$ cat src/common/acfg_pkg.sv
// Constants for the converter mode-configuration register block.
// Assumes a 32-bit AXI4-Lite register port with word-aligned registers.
package acfg_pkg;

    // ------------------------------------------------------------
    // Bus geometry
    // ------------------------------------------------------------
    localparam int ADDR_W = 8;
    localparam int DATA_W = 32;
    localparam int REG_W = 8;

    localparam logic [1:0] RESP_OKAY = 2'b00;
    localparam logic [1:0] RESP_SLVERR = 2'b10;
    localparam logic [1:0] RESP_DECERR = 2'b11;

    // ------------------------------------------------------------
    // Register indices and byte addresses (byte address = 4 * index)
    // ------------------------------------------------------------
    localparam logic [ADDR_W-1:0] IDX_FILTER_BIAS_CONFIG = 8'h04;
    localparam logic [ADDR_W-1:0] IDX_GAIN_RATE_CONFIG = 8'h05;
    localparam logic [ADDR_W-1:0] IDX_INPUT_SELECT = 8'h06;
    localparam logic [ADDR_W-1:0] IDX_CONFIG_STATUS = 8'h20;

    localparam logic [ADDR_W-1:0] ADDR_FILTER_BIAS_CONFIG = 8'h10;
    localparam logic [ADDR_W-1:0] ADDR_GAIN_RATE_CONFIG = 8'h14;
    localparam logic [ADDR_W-1:0] ADDR_INPUT_SELECT = 8'h18;
    localparam logic [ADDR_W-1:0] ADDR_CONFIG_STATUS = 8'h80;

    // ------------------------------------------------------------
    // Reset values
    // ------------------------------------------------------------
    localparam logic [REG_W-1:0] RST_FILTER_BIAS_CONFIG = 8'h80;
    localparam logic [REG_W-1:0] RST_GAIN_RATE_CONFIG = 8'h04;
    localparam logic [REG_W-1:0] RST_INPUT_SELECT = 8'h01;

    // ------------------------------------------------------------
    // Field positions
    // ------------------------------------------------------------
    localparam int FB_FILTER_LSB = 5;
    localparam int FB_BIAS_CONV_BIT = 4;
    localparam int FB_BIAS_DIR_BIT = 3;
    localparam int FB_BIAS_STR_LSB = 0;
    localparam int GR_BYPASS_BIT = 7;
    localparam int GR_GAIN_LSB = 4;
    localparam int GR_RATE_LSB = 0;
    localparam int IS_POS_LSB = 4;
    localparam int IS_NEG_LSB = 0;

    localparam int ST_FIR_RATE_BIT = 0;
    localparam int ST_FILTER_RSV_BIT = 1;
    localparam int ST_BIAS_RSV_BIT = 2;
    localparam int ST_GAIN_RSV_BIT = 3;

    // ------------------------------------------------------------
    // Field encodings
    // ------------------------------------------------------------
    typedef enum logic [2:0] {
        ACFG_FLT_SINC1 = 3'b000,
        ACFG_FLT_SINC2 = 3'b001,
        ACFG_FLT_SINC3 = 3'b010,
        ACFG_FLT_SINC4 = 3'b011,
        ACFG_FLT_FIR = 3'b100
    } acfg_filter_e;

    localparam logic [2:0] BIAS_NONE = 3'h0;
    localparam logic [2:0] BIAS_CUR_MIN = 3'h1;
    localparam logic [2:0] BIAS_CUR_MAX = 3'h5;
    localparam logic [2:0] BIAS_RESISTOR = 3'h6;
    localparam logic [2:0] BIAS_RSV = 3'h7;

    localparam logic [2:0] GAIN_MAX = 3'h5;

    // Rate codes usable with the FIR filter: 2.5, 5, 10 and 20 samples/s
    localparam logic [3:0] RATE_2P5 = 4'h0;
    localparam logic [3:0] RATE_5 = 4'h1;
    localparam logic [3:0] RATE_10 = 4'h2;
    localparam logic [3:0] RATE_20 = 4'h4;

endpackage : acfg_pkg

$ cat src/common/acfg_reg_if.sv
// Register-access carrier between the bus slave and the register file.
// Assumes one clock; the slave drives requests, the register file answers.
`timescale 1ns/1ps
`default_nettype none

interface acfg_reg_if;
    import acfg_pkg::*;

    logic wr_en;
    logic [ADDR_W-1:0] wr_addr;
    logic [DATA_W-1:0] wr_data;
    logic [3:0] wr_strb;
    logic wr_ok;
    logic [ADDR_W-1:0] rd_addr;
    logic [DATA_W-1:0] rd_data;
    logic rd_ok;

    modport bus (
        output wr_en, wr_addr, wr_data, wr_strb, rd_addr,
        input wr_ok, rd_data, rd_ok
    );

    modport regs (
        input wr_en, wr_addr, wr_data, wr_strb, rd_addr,
        output wr_ok, rd_data, rd_ok
    );

endinterface : acfg_reg_if

`default_nettype wire

$ cat src/hw/acfg_cfg_reg.sv
// One byte-wide configuration register with a fixed reset value.
// Assumes the write enable is already qualified by address and byte lane.
`timescale 1ns/1ps
`default_nettype none

module acfg_cfg_reg #(
    parameter int WIDTH = 8,
    parameter logic [WIDTH-1:0] RESET_VALUE = '0
) (
    input wire logic clk,
    input wire logic rst_n,
    input wire logic we,
    input wire logic [WIDTH-1:0] d,
    output logic [WIDTH-1:0] q
);

    generate
        if (WIDTH < 1 || WIDTH > 32) begin : g_bad_width
            $error("acfg_cfg_reg: WIDTH must be 1 to 32");
        end
    endgenerate

    // Stores exactly what is written, reserved codes included
    always_ff @(posedge clk or negedge rst_n) begin
        if (!rst_n) begin
            q <= RESET_VALUE;
        end else if (we) begin
            q <= d;
        end
    end

endmodule : acfg_cfg_reg

`default_nettype wire

$ cat src/hw/acfg_axil_slave.sv
// AXI4-Lite slave front end: one write and one read in flight at a time.
// Assumes the register side answers decode and read data combinationally.
`timescale 1ns/1ps
`default_nettype none

module acfg_axil_slave
    import acfg_pkg::*;
(
    input wire logic clk,
    input wire logic rst_n,
    input wire logic [ADDR_W-1:0] awaddr,
    input wire logic awvalid,
    output logic awready,
    input wire logic [DATA_W-1:0] wdata,
    input wire logic [3:0] wstrb,
    input wire logic wvalid,
    output logic wready,
    output logic [1:0] bresp,
    output logic bvalid,
    input wire logic bready,
    input wire logic [ADDR_W-1:0] araddr,
    input wire logic arvalid,
    output logic arready,
    output logic [DATA_W-1:0] rdata,
    output logic [1:0] rresp,
    output logic rvalid,
    input wire logic rready,
    acfg_reg_if.bus rif
);

    logic have_aw;
    logic have_w;
    logic [ADDR_W-1:0] aw_q;
    logic [DATA_W-1:0] w_q;
    logic [3:0] strb_q;
    logic do_write;

    // Ready stays low while a held item or an unanswered response is pending
    assign awready = !have_aw && !bvalid;
    assign wready = !have_w && !bvalid;
    assign arready = !rvalid;
    assign do_write = have_aw && have_w && !bvalid;

    assign rif.wr_en = do_write;
    assign rif.wr_addr = aw_q;
    assign rif.wr_data = w_q;
    assign rif.wr_strb = strb_q;
    assign rif.rd_addr = araddr;

    // ------------------------------------------------------------
    // Write channels
    // ------------------------------------------------------------
    always_ff @(posedge clk or negedge rst_n) begin
        if (!rst_n) begin
            have_aw <= 1'b0;
            aw_q <= '0;
        end else if (awvalid && awready) begin
            have_aw <= 1'b1;
            aw_q <= awaddr;
        end else if (do_write) begin
            have_aw <= 1'b0;
        end
    end

    always_ff @(posedge clk or negedge rst_n) begin
        if (!rst_n) begin
            have_w <= 1'b0;
            w_q <= '0;
            strb_q <= 4'h0;
        end else if (wvalid && wready) begin
            have_w <= 1'b1;
            w_q <= wdata;
            strb_q <= wstrb;
        end else if (do_write) begin
            have_w <= 1'b0;
        end
    end

    always_ff @(posedge clk or negedge rst_n) begin
        if (!rst_n) begin
            bvalid <= 1'b0;
            bresp <= RESP_OKAY;
        end else if (do_write) begin
            bvalid <= 1'b1;
            bresp <= rif.wr_ok ? RESP_OKAY : RESP_DECERR;
        end else if (bready) begin
            bvalid <= 1'b0;
        end
    end

    // ------------------------------------------------------------
    // Read channels
    // ------------------------------------------------------------
    always_ff @(posedge clk or negedge rst_n) begin
        if (!rst_n) begin
            rvalid <= 1'b0;
            rdata <= '0;
            rresp <= RESP_OKAY;
        end else if (arvalid && arready) begin
            rvalid <= 1'b1;
            rdata <= rif.rd_ok ? rif.rd_data : '0;
            rresp <= rif.rd_ok ? RESP_OKAY : RESP_DECERR;
        end else if (rready) begin
            rvalid <= 1'b0;
        end
    end

endmodule : acfg_axil_slave

`default_nettype wire

$ cat src/hw/acfg_top.sv
// Converter mode-configuration registers: filter, sensor bias, amplifier,
// output rate and input multiplexer settings behind an AXI4-Lite port.
// Assumes all inputs are synchronous to SYS_CLK (20 MHz).
//
// What this block does
// - Filter codes: sinc1-4, FIR default, 101-111 reserved
// - Bit 4 routes bias to primary/auxiliary converter
// - Bit 3 chooses bias pull direction
// - Bias strength: none, five currents, resistor, reserved
// - Gain-rate bit 7 bypasses the amplifier
// - Gain bits 6:4 select 1 to 32
// - Rate field: sixteen rates, default code 0100
// - FIR allows only 2.5, 5, 10, 20 rates; other rates are stored and flagged on FIR_RATE_INVALID
// - Gain-rate register at 05h, reset 04h
// - Input select register at 06h, reset 01h
//
// The AXI4-Lite register port was chosen for this implementation.
`timescale 1ns/1ps
`default_nettype none

module acfg_top (
    input wire logic SYS_CLK,
    input wire logic RESET_N,
    input wire logic [acfg_pkg::ADDR_W-1:0] S_AXI_AWADDR,
    input wire logic S_AXI_AWVALID,
    output logic S_AXI_AWREADY,
    input wire logic [acfg_pkg::DATA_W-1:0] S_AXI_WDATA,
    input wire logic [3:0] S_AXI_WSTRB,
    input wire logic S_AXI_WVALID,
    output logic S_AXI_WREADY,
    output logic [1:0] S_AXI_BRESP,
    output logic S_AXI_BVALID,
    input wire logic S_AXI_BREADY,
    input wire logic [acfg_pkg::ADDR_W-1:0] S_AXI_ARADDR,
    input wire logic S_AXI_ARVALID,
    output logic S_AXI_ARREADY,
    output logic [acfg_pkg::DATA_W-1:0] S_AXI_RDATA,
    output logic [1:0] S_AXI_RRESP,
    output logic S_AXI_RVALID,
    input wire logic S_AXI_RREADY,
    output logic [2:0] FILTER_SELECT,
    output logic FIR_ACTIVE,
    output logic BIAS_CONVERTER_SELECT,
    output logic BIAS_DIRECTION,
    output logic [2:0] BIAS_STRENGTH,
    output logic BIAS_CURRENT_ON,
    output logic BIAS_RESISTOR_ON,
    output logic AMP_BYPASS,
    output logic [2:0] AMP_GAIN,
    output logic [3:0] OUTPUT_RATE_SELECT,
    output logic [3:0] INPUT_POS_SELECT,
    output logic [3:0] INPUT_NEG_SELECT,
    output logic FIR_RATE_INVALID,
    output logic RESERVED_CODE
);
    import acfg_pkg::*;

    // ------------------------------------------------------------
    // Bus slave
    // ------------------------------------------------------------
    acfg_reg_if rif ();

    // Hold the slave's combinational ready outputs reachable as plain ports
    logic awready_i;
    logic wready_i;
    logic arready_i;

    acfg_axil_slave u_slave (
        .clk(SYS_CLK),
        .rst_n(RESET_N),
        .awaddr(S_AXI_AWADDR),
        .awvalid(S_AXI_AWVALID),
        .awready(awready_i),
        .wdata(S_AXI_WDATA),
        .wstrb(S_AXI_WSTRB),
        .wvalid(S_AXI_WVALID),
        .wready(wready_i),
        .bresp(S_AXI_BRESP),
        .bvalid(S_AXI_BVALID),
        .bready(S_AXI_BREADY),
        .araddr(S_AXI_ARADDR),
        .arvalid(S_AXI_ARVALID),
        .arready(arready_i),
        .rdata(S_AXI_RDATA),
        .rresp(S_AXI_RRESP),
        .rvalid(S_AXI_RVALID),
        .rready(S_AXI_RREADY),
        .rif(rif.bus)
    );

    // Readies are functions of slave flops only, so no input feeds them
    assign S_AXI_AWREADY = awready_i;
    assign S_AXI_WREADY = wready_i;
    assign S_AXI_ARREADY = arready_i;

    // ------------------------------------------------------------
    // Address decode
    // ------------------------------------------------------------
    logic we_fb;
    logic we_gr;
    logic we_is;
    logic lane0;

    // Only byte lane 0 carries register data; other lanes are ignored
    assign lane0 = rif.wr_en && rif.wr_strb[0];

    always_comb begin
        we_fb = 1'b0;
        we_gr = 1'b0;
        we_is = 1'b0;
        rif.wr_ok = 1'b1;
        if (rif.wr_addr == ADDR_FILTER_BIAS_CONFIG) begin
            we_fb = lane0;
        end else if (rif.wr_addr == ADDR_GAIN_RATE_CONFIG) begin
            we_gr = lane0;
        end else if (rif.wr_addr == ADDR_INPUT_SELECT) begin
            we_is = lane0;
        end else if (rif.wr_addr == ADDR_CONFIG_STATUS) begin
            // Status is read-only; writes are dropped but answered OKAY
            rif.wr_ok = 1'b1;
        end else begin
            rif.wr_ok = 1'b0;
        end
    end

    // ------------------------------------------------------------
    // Configuration registers
    // ------------------------------------------------------------
    logic [REG_W-1:0] filter_bias_config;
    logic [REG_W-1:0] gain_rate_config;
    logic [REG_W-1:0] input_select;
    logic [REG_W-1:0] config_status;

    acfg_cfg_reg #(
        .WIDTH(REG_W),
        .RESET_VALUE(RST_FILTER_BIAS_CONFIG)
    ) u_filter_bias (
        .clk(SYS_CLK),
        .rst_n(RESET_N),
        .we(we_fb),
        .d(rif.wr_data[REG_W-1:0]),
        .q(filter_bias_config)
    );

    acfg_cfg_reg #(
        .WIDTH(REG_W),
        .RESET_VALUE(RST_GAIN_RATE_CONFIG)
    ) u_gain_rate (
        .clk(SYS_CLK),
        .rst_n(RESET_N),
        .we(we_gr),
        .d(rif.wr_data[REG_W-1:0]),
        .q(gain_rate_config)
    );

    acfg_cfg_reg #(
        .WIDTH(REG_W),
        .RESET_VALUE(RST_INPUT_SELECT)
    ) u_input_select (
        .clk(SYS_CLK),
        .rst_n(RESET_N),
        .we(we_is),
        .d(rif.wr_data[REG_W-1:0]),
        .q(input_select)
    );

    // ------------------------------------------------------------
    // Read mux
    // ------------------------------------------------------------
    always_comb begin
        rif.rd_data = '0;
        rif.rd_ok = 1'b1;
        if (rif.rd_addr == ADDR_FILTER_BIAS_CONFIG) begin
            rif.rd_data[REG_W-1:0] = filter_bias_config;
        end else if (rif.rd_addr == ADDR_GAIN_RATE_CONFIG) begin
            rif.rd_data[REG_W-1:0] = gain_rate_config;
        end else if (rif.rd_addr == ADDR_INPUT_SELECT) begin
            rif.rd_data[REG_W-1:0] = input_select;
        end else if (rif.rd_addr == ADDR_CONFIG_STATUS) begin
            rif.rd_data[REG_W-1:0] = config_status;
        end else begin
            rif.rd_ok = 1'b0;
        end
    end

    // ------------------------------------------------------------
    // Field extraction
    // ------------------------------------------------------------
    logic [2:0] filter_q;
    logic [2:0] strength_q;
    logic [2:0] gain_q;
    logic [3:0] rate_q;

    assign filter_q = filter_bias_config[FB_FILTER_LSB +: 3];
    assign strength_q = filter_bias_config[FB_BIAS_STR_LSB +: 3];
    assign gain_q = gain_rate_config[GR_GAIN_LSB +: 3];
    assign rate_q = gain_rate_config[GR_RATE_LSB +: 4];

    // ------------------------------------------------------------
    // Derived checks
    // ------------------------------------------------------------
    logic fir_sel;
    logic fir_rate_ok;
    logic filter_rsv;
    logic bias_rsv;
    logic gain_rsv;

    assign fir_sel = (filter_q == ACFG_FLT_FIR);
    assign filter_rsv = (filter_q > ACFG_FLT_FIR);
    assign bias_rsv = (strength_q == BIAS_RSV);
    assign gain_rsv = (gain_q > GAIN_MAX);
    // The device cannot refuse a bad pairing of two registers written apart,
    // so it flags it instead and leaves correction to software
    assign fir_rate_ok = (rate_q == RATE_2P5) || (rate_q == RATE_5)
                      || (rate_q == RATE_10) || (rate_q == RATE_20);

    always_ff @(posedge SYS_CLK or negedge RESET_N) begin
        if (!RESET_N) begin
            config_status <= 8'h00;
        end else begin
            config_status <= 8'h00;
            config_status[ST_FIR_RATE_BIT] <= fir_sel && !fir_rate_ok;
            config_status[ST_FILTER_RSV_BIT] <= filter_rsv;
            config_status[ST_BIAS_RSV_BIT] <= bias_rsv;
            config_status[ST_GAIN_RSV_BIT] <= gain_rsv;
        end
    end

    // ------------------------------------------------------------
    // Converter control outputs
    // ------------------------------------------------------------
    // Field outputs are bits of the register flops themselves
    assign FILTER_SELECT = filter_q;
    assign BIAS_CONVERTER_SELECT = filter_bias_config[FB_BIAS_CONV_BIT];
    assign BIAS_DIRECTION = filter_bias_config[FB_BIAS_DIR_BIT];
    assign BIAS_STRENGTH = strength_q;
    assign AMP_BYPASS = gain_rate_config[GR_BYPASS_BIT];
    assign AMP_GAIN = gain_q;
    assign OUTPUT_RATE_SELECT = rate_q;
    assign INPUT_POS_SELECT = input_select[IS_POS_LSB +: 4];
    assign INPUT_NEG_SELECT = input_select[IS_NEG_LSB +: 4];

    // Decoded strobes lag the register by one cycle
    always_ff @(posedge SYS_CLK or negedge RESET_N) begin
        if (!RESET_N) begin
            FIR_ACTIVE <= 1'b1;
            BIAS_CURRENT_ON <= 1'b0;
            BIAS_RESISTOR_ON <= 1'b0;
        end else begin
            FIR_ACTIVE <= fir_sel;
            BIAS_CURRENT_ON <= (strength_q >= BIAS_CUR_MIN)
                            && (strength_q <= BIAS_CUR_MAX);
            BIAS_RESISTOR_ON <= (strength_q == BIAS_RESISTOR);
        end
    end

    assign FIR_RATE_INVALID = config_status[ST_FIR_RATE_BIT];

    always_ff @(posedge SYS_CLK or negedge RESET_N) begin
        if (!RESET_N) begin
            RESERVED_CODE <= 1'b0;
        end else begin
            RESERVED_CODE <= filter_rsv || bias_rsv || gain_rsv;
        end
    end

endmodule : acfg_top

`default_nettype wire

$ cat config.mk
export PLATFORM = sky130hd
export DESIGN_NAME = acfg_top
export DESIGN_NICKNAME = d
export VERILOG_FILES = /design/src/common/acfg_pkg.sv /design/src/common/acfg_reg_if.sv /design/src/hw/acfg_cfg_reg.sv /design/src/hw/acfg_axil_slave.sv /design/src/hw/acfg_top.sv
export SDC_FILE = /design/constraint.sdc
export NUM_CORES = 1
export LEC_CHECK = 0
export BUFFER_PORTS_ARGS = -buffer_cell sky130_fd_sc_hd__clkbuf_2
export CAP_MARGIN = 20
export CORE_MARGIN = 1
export CORE_UTILIZATION = 47
export DETAILED_ROUTE_END_ITERATION = 7
export GPL_TIMING_DRIVEN = 0
export MAX_ROUTING_LAYER = met4
export PLACE_DENSITY = 0.8
export SYNTH_ARGS = -nofsm -noshare
export SYNTH_HDL_FRONTEND = slang
export SYNTH_SLANG_ARGS = --single-unit
export TNS_END_PERCENT = 5
$ cat constraint.sdc
create_clock -name SYS_CLK -period 2.15 [get_ports SYS_CLK]
set_clock_uncertainty 0.1 [all_clocks]
set_input_delay 0.43 -clock SYS_CLK [delete_from_list [all_inputs] [get_ports SYS_CLK]]
set_output_delay 0.43 -clock SYS_CLK [all_outputs]
set_load 0.02 [all_outputs]
**After elaboration in Yosys (flattened, before gate mapping)**

Index checks and enable logic that the tools add are counted.

- Order comparisons: 4
- Equality and inequality tests: 14
- Mux-type cells: 28
- Reductions and logical operators: 25

Operators with widths:

| kind | count |
|---|---|
| $eq 8x5->1 const B | 6 |
| $mux 8 | 4 |
| $mux 1 | 21 |
| $eq 8x8->1 const B | 2 |
| $logic_and 1x1->1 | 10 |
| $eq 3x3->1 const B | 3 |
| $reduce_bool 2->1 | 4 |
| $gt 3x3->1 const B | 2 |
| $logic_not 1->1 | 5 |
| $logic_or 1x1->1 | 5 |
| $eq 4x1->1 const B | 1 |
| $eq 4x2->1 const B | 1 |
| $eq 4x3->1 const B | 1 |
| $logic_not 4->1 | 1 |
| $mux 2 | 2 |
| $mux 4 | 1 |
| $ge 3x1->1 const B | 1 |
| $le 3x3->1 const B | 1 |

- Register bits: 89
- Input bits: 59
- Output and inout bits: 70
- Logic and storage cells: 89

**Depth between registers and ports, before layout**

- Depth in word-level cells: 6
- Gate-level depth with buffers: 6
- Depth with buffers taken out: 5

**Cells and area by module**

A second synthesis with hierarchy kept.

- Cells, all modules: 396
- Area, all modules: 5275.1 um^2

Modules (own cells, without submodules):

| module | instances | cells each | area each (um^2) | sequential area each (um^2) |
|---|---|---|---|---|
| acfg_axil_slave | 1 | 264 | 3550.9 | 2052.0 |
| acfg_cfg_reg | 3 | 17 | 332.8 | 201.4 |
| acfg_top | 1 | 81 | 725.7 | 201.4 |

**Worst setup path after synthesis**

Ideal clock, no wire load.

- Path type: flip-flop to flip-flop
- Start: register u_slave.bvalid
- End: register u_slave.aw_q[0], in the netlist u_slave.rif.wr_addr[0]
- Library setup time: 125 ps
- Arrival: 1636 ps
- Data required time: 1925 ps
- Path slack: 289 ps
- Stages on the path, launching flop included: 5
- Path buffers: 1
- Period minus slack after synthesis: 1861 ps
- Cell sequence: dfrtp_1 -> nor2_1 -> and2_1 -> clkbuf_1 -> mux2_2

- Cells in the longest elaborated chain, start to end: 3

RTL lines:

| what | RTL line | text |
|---|---|---|
| from (decl) | acfg_axil_slave.sv:19 | `output logic bvalid,` |
| from (signal assigned) | acfg_axil_slave.sv:81 | `bvalid <= 1'b0;` |
| from (signal assigned) | acfg_axil_slave.sv:84 | `bvalid <= 1'b1;` |
| from (signal assigned) | acfg_axil_slave.sv:87 | `bvalid <= 1'b0;` |
| $logic_not 1->1 | acfg_axil_slave.sv:39 | `assign awready = !have_aw && !bvalid;` |
| $logic_and 1x1->1 | acfg_axil_slave.sv:39 |  |
| via S_AXI_AWREADY | acfg_top.sv:26 | `output logic S_AXI_AWREADY,` |
| $logic_and 1x1->1 | acfg_axil_slave.sv:57 | `end else if (awvalid && awready) begin` |
| to (signal assigned) | acfg_axil_slave.sv:59 | `aw_q <= awaddr;` |
| to (decl) | acfg_axil_slave.sv:33 | `logic [ADDR_W-1:0] aw_q;` |

The timed path passes the listed nets, and every way through them passes these cells.
A chain may end at the register's enable or synchronous reset.

**Final worst setup path**

- Start: register u_slave.bvalid
- End: register u_filter_bias.q[4]

- Cells in the longest elaborated chain, start to end: 4

RTL lines:

| what | RTL line | text |
|---|---|---|
| $logic_not 1->1 | acfg_axil_slave.sv:42 | `assign do_write = have_aw && have_w && !bvalid;` |
| $logic_and 1x1->1 | acfg_axil_slave.sv:42 |  |
| $logic_and 1x1->1 | acfg_top.sv:105 | `assign lane0 = rif.wr_en && rif.wr_strb[0];` |
| $mux 1 | acfg_top.sv:112 | `if (rif.wr_addr == ADDR_FILTER_BIAS_CONFIG) begin` |
| to (signal assigned) | acfg_cfg_reg.sv:26 | `q <= RESET_VALUE;` |
| to (signal assigned) | acfg_cfg_reg.sv:28 | `q <= d;` |
| to (decl) | acfg_cfg_reg.sv:14 | `output logic [WIDTH-1:0] q` |

Every way passes these cells.

==> out/results.tsv <==
metric	value	unit
RSZ-0062 raised after global routing	no	
status	finished, final reports clean	
largest net degree at the start of global routing	64	
WL/cell	13.51	um
hold buffers post-CTS	0	
Fmax	0.4972	GHz
number of global-route vias before repair	1909	
setup TNS	0	ps
largest area contributor in the netlist	dfrtp_1	
Worst R2R Path Depth	4	
Num CTS Buffers	9	
CP max stage delay	430	ps
CTS root buf	clkbuf_8	
gr usage total	0.1984	
CTS H-tree depth	3	
pwr/cell area	1035	nW/um^2
die extent in y	80.11	um
critical path class	reg2reg	
Worst EP arrival	2120	ps
clock sinks	63	
Clk pin slew, worst setup/hold paths	70	ps
post-synth top area share	0.5148	
Initial Util	0.4872	
Slew Viols, Final	0	
Max-cap violations	0	
Die W	80.11	um
sw frac	0.3231	
Main synth FF type	dfrtp_1	
post-layout instance area	3647	um^2
Syn Area/Cell	11.90	um^2
routed wire length	5838	um
clock network power share	0.285	
area post-placement	3436	um^2
largest cells by area after synthesis	dfrtp_1, mux2_2, buf_4	
Sequential Power Share	0.468	
Post-Synthesis Cells	241	
Crit. End Element	register	
core footprint	5886	um^2
Yosys Warn Count	0	
VDD IR max	742.9	uV
post-synthesis sequential area ratio	0.5515	
I/O pins	129	
Post-CTS Setup Bufs	0	
post-detail-place hpwl	4385	um
DR vias/cell	4.843	
FF+latch count, synth	63	
initial antenna violation count	0	
crit path time final	2011	ps
layout cells sized above 1	0.4678	
Longest Clk Path Bufs	2	
Final ANT Viol Nets	0	
Distinct cells, synth	37	
endpoints failing hold	0	
Post-synth EDFFs	0	
cts repair resizes	0	
Worst Tran Pin Value	839.7	ps
ant diodes	0	
NetSw	0.001219	W
aggregate global routing overflow	0	
first-pass GRT wire length	9204	um
Int Power	0.002554	W
fin util	0.6197	
post-layout net count	411	
DRC violations left	0	
leakage power	1.876	nW
Cell Rows	28	
critical path data required time	2260	ps
Placer Congestion	0.8164	
CTS tree	done	
CP startpoint kind	register	
crit path cell chain	and3b_1 -> nand4_2 -> nor3_4 -> mux2_2	
relative slew slack	0.4402	
Mapped Area	2868	um^2
Logic pwr share	0.247	
hold crit path type	in2async	
I/O Buffers	77	
Vias	2092	
area grow syn2layout	27.18	%
Crit-path slowest cell	dfrtp_1	
die area	6418	um^2
Final period util	0.9356	
DRT iter0 DRCs	119	
Crit Path Max Fanout	8	
worst-skew pair later-pin latency	330	ps
WHS	127.9	ps
Synth async-reset ratio	1.000	
final setup violation count	0	
Pre-antenna DRT Iters	5	
==> cell usage after synthesis (all sizes together) (3+ instances only) <==
cell type,number
dfrtp,59
mux2,38
buf,28
nand2,19
nor2,16
a21oi,14
o21ai,12
inv,6
dfstp,4
mux2i,4
nor3,4
a221oi,3
and2,3
clkbuf,3
nand2b,3
nor2b,3
o21a,3
o31ai,3
==> per-stage QoR <==
step | total power, W | cells | setup slack [ps]
3_3_place_gp | 0.002670 | 416 | 157.6
2_1_floorplan | 0.002389 | 264 | 288.8
5_1_grt | 0.003975 | 432 | 7.472
6_report | 0.003773 | 432 | 138.6
3_5_place_dp | 0.002729 | 416 | 132.7
4_1_cts | 0.003810 | 432 | 110.3
==> cell type report <==
type,instances,area [um^2]
Clock buffer,9,123.9
Inverter,6,22.52
Clock inverter,7,87.58
Fill cell,509,2238
Tap cell,75,93.84
Sequential cell,63,1582
Timing Repair Buffer,77,387.9
Buffer,31,217.7
Multi-Input combinational cell,164,1132
==> power groups by stage <==
stage | clock network [W] | logic (W) | registers (W)
floorplan | 0 | 0.000568 | 0.00182
global placement | 0 | 0.000910 | 0.00176
detailed placement | 0 | 0.000943 | 0.00179
CTS | 0.00110 | 0.000945 | 0.00176
global route | 0.00115 | 0.00101 | 0.00181
finish | 0.00108 | 0.000931 | 0.00177
==> worst max-delay path, delay by kind of cell, from the launching register on <==
family | cells | cell delay (ps)
AND/OR/NAND/NOR | 3 | 970
multiplexers | 1 | 400
flip-flops | 1 | 430
==> layer usage <==
metal / track usage / share of wire / vias to the layer above
li1: - / - / 1015
met1: 0.2459 / 0.43 / 987
met2: 0.3197 / 0.50 / 82
met3: 0.03636 / 0.062 / 8
met4: 0.08571 / 0.014 / 0
met5: - / 0 / -
==> cells in the final DEF (no fill, tap or decap), types with 6 or more instances in the layout <==
master    count
clkbuf_8      9
dfrtp_1      59
conb_1       24
nor2_1       16
inv_1         6
o21ai_0      12
nand2_1      18
a21oi_1      14
buf_4        27
mux2_2       37
clkbuf_2     76
==> sequential cells by signal, indices dropped and copies added, names as in the netlist, 4 cells and up <==
name and cells:
u_slave.rdata 8, u_filter_bias.q 8, config_status 4, u_input_select.q 8
u_gain_rate.q 8, u_slave.rif.wr_data 8, u_slave.rif.wr_addr 8
==> cell families after synthesis <==
group / after synthesis / synth area share
AOI/OAI and AO/OA: 39 / 0.08159
muxes: 42 / 0.1632
buffers and inverters: 37 / 0.08377
DFF: 63 / 0.5515
other: 1 / 0.001308
and+or+nand+nor: 59 / 0.1187
==> worst paths after layout <==
path	start	endpoint	slack [ps]
max	u_slave.bvalid	u_filter_bias.q[4]	140
min	RESET_N	u_slave.rdata[6]	130
max reg2reg	u_slave.bvalid	u_filter_bias.q[4]	140
min reg2reg	u_slave.rdata[2]	u_slave.rdata[2]	380
max in group asynchronous	RESET_N	u_slave.rdata[0]	1280
min in group SYS_CLK	S_AXI_BREADY	u_slave.bvalid	170
No activity file was read; power rests on OpenSTA's default activity.
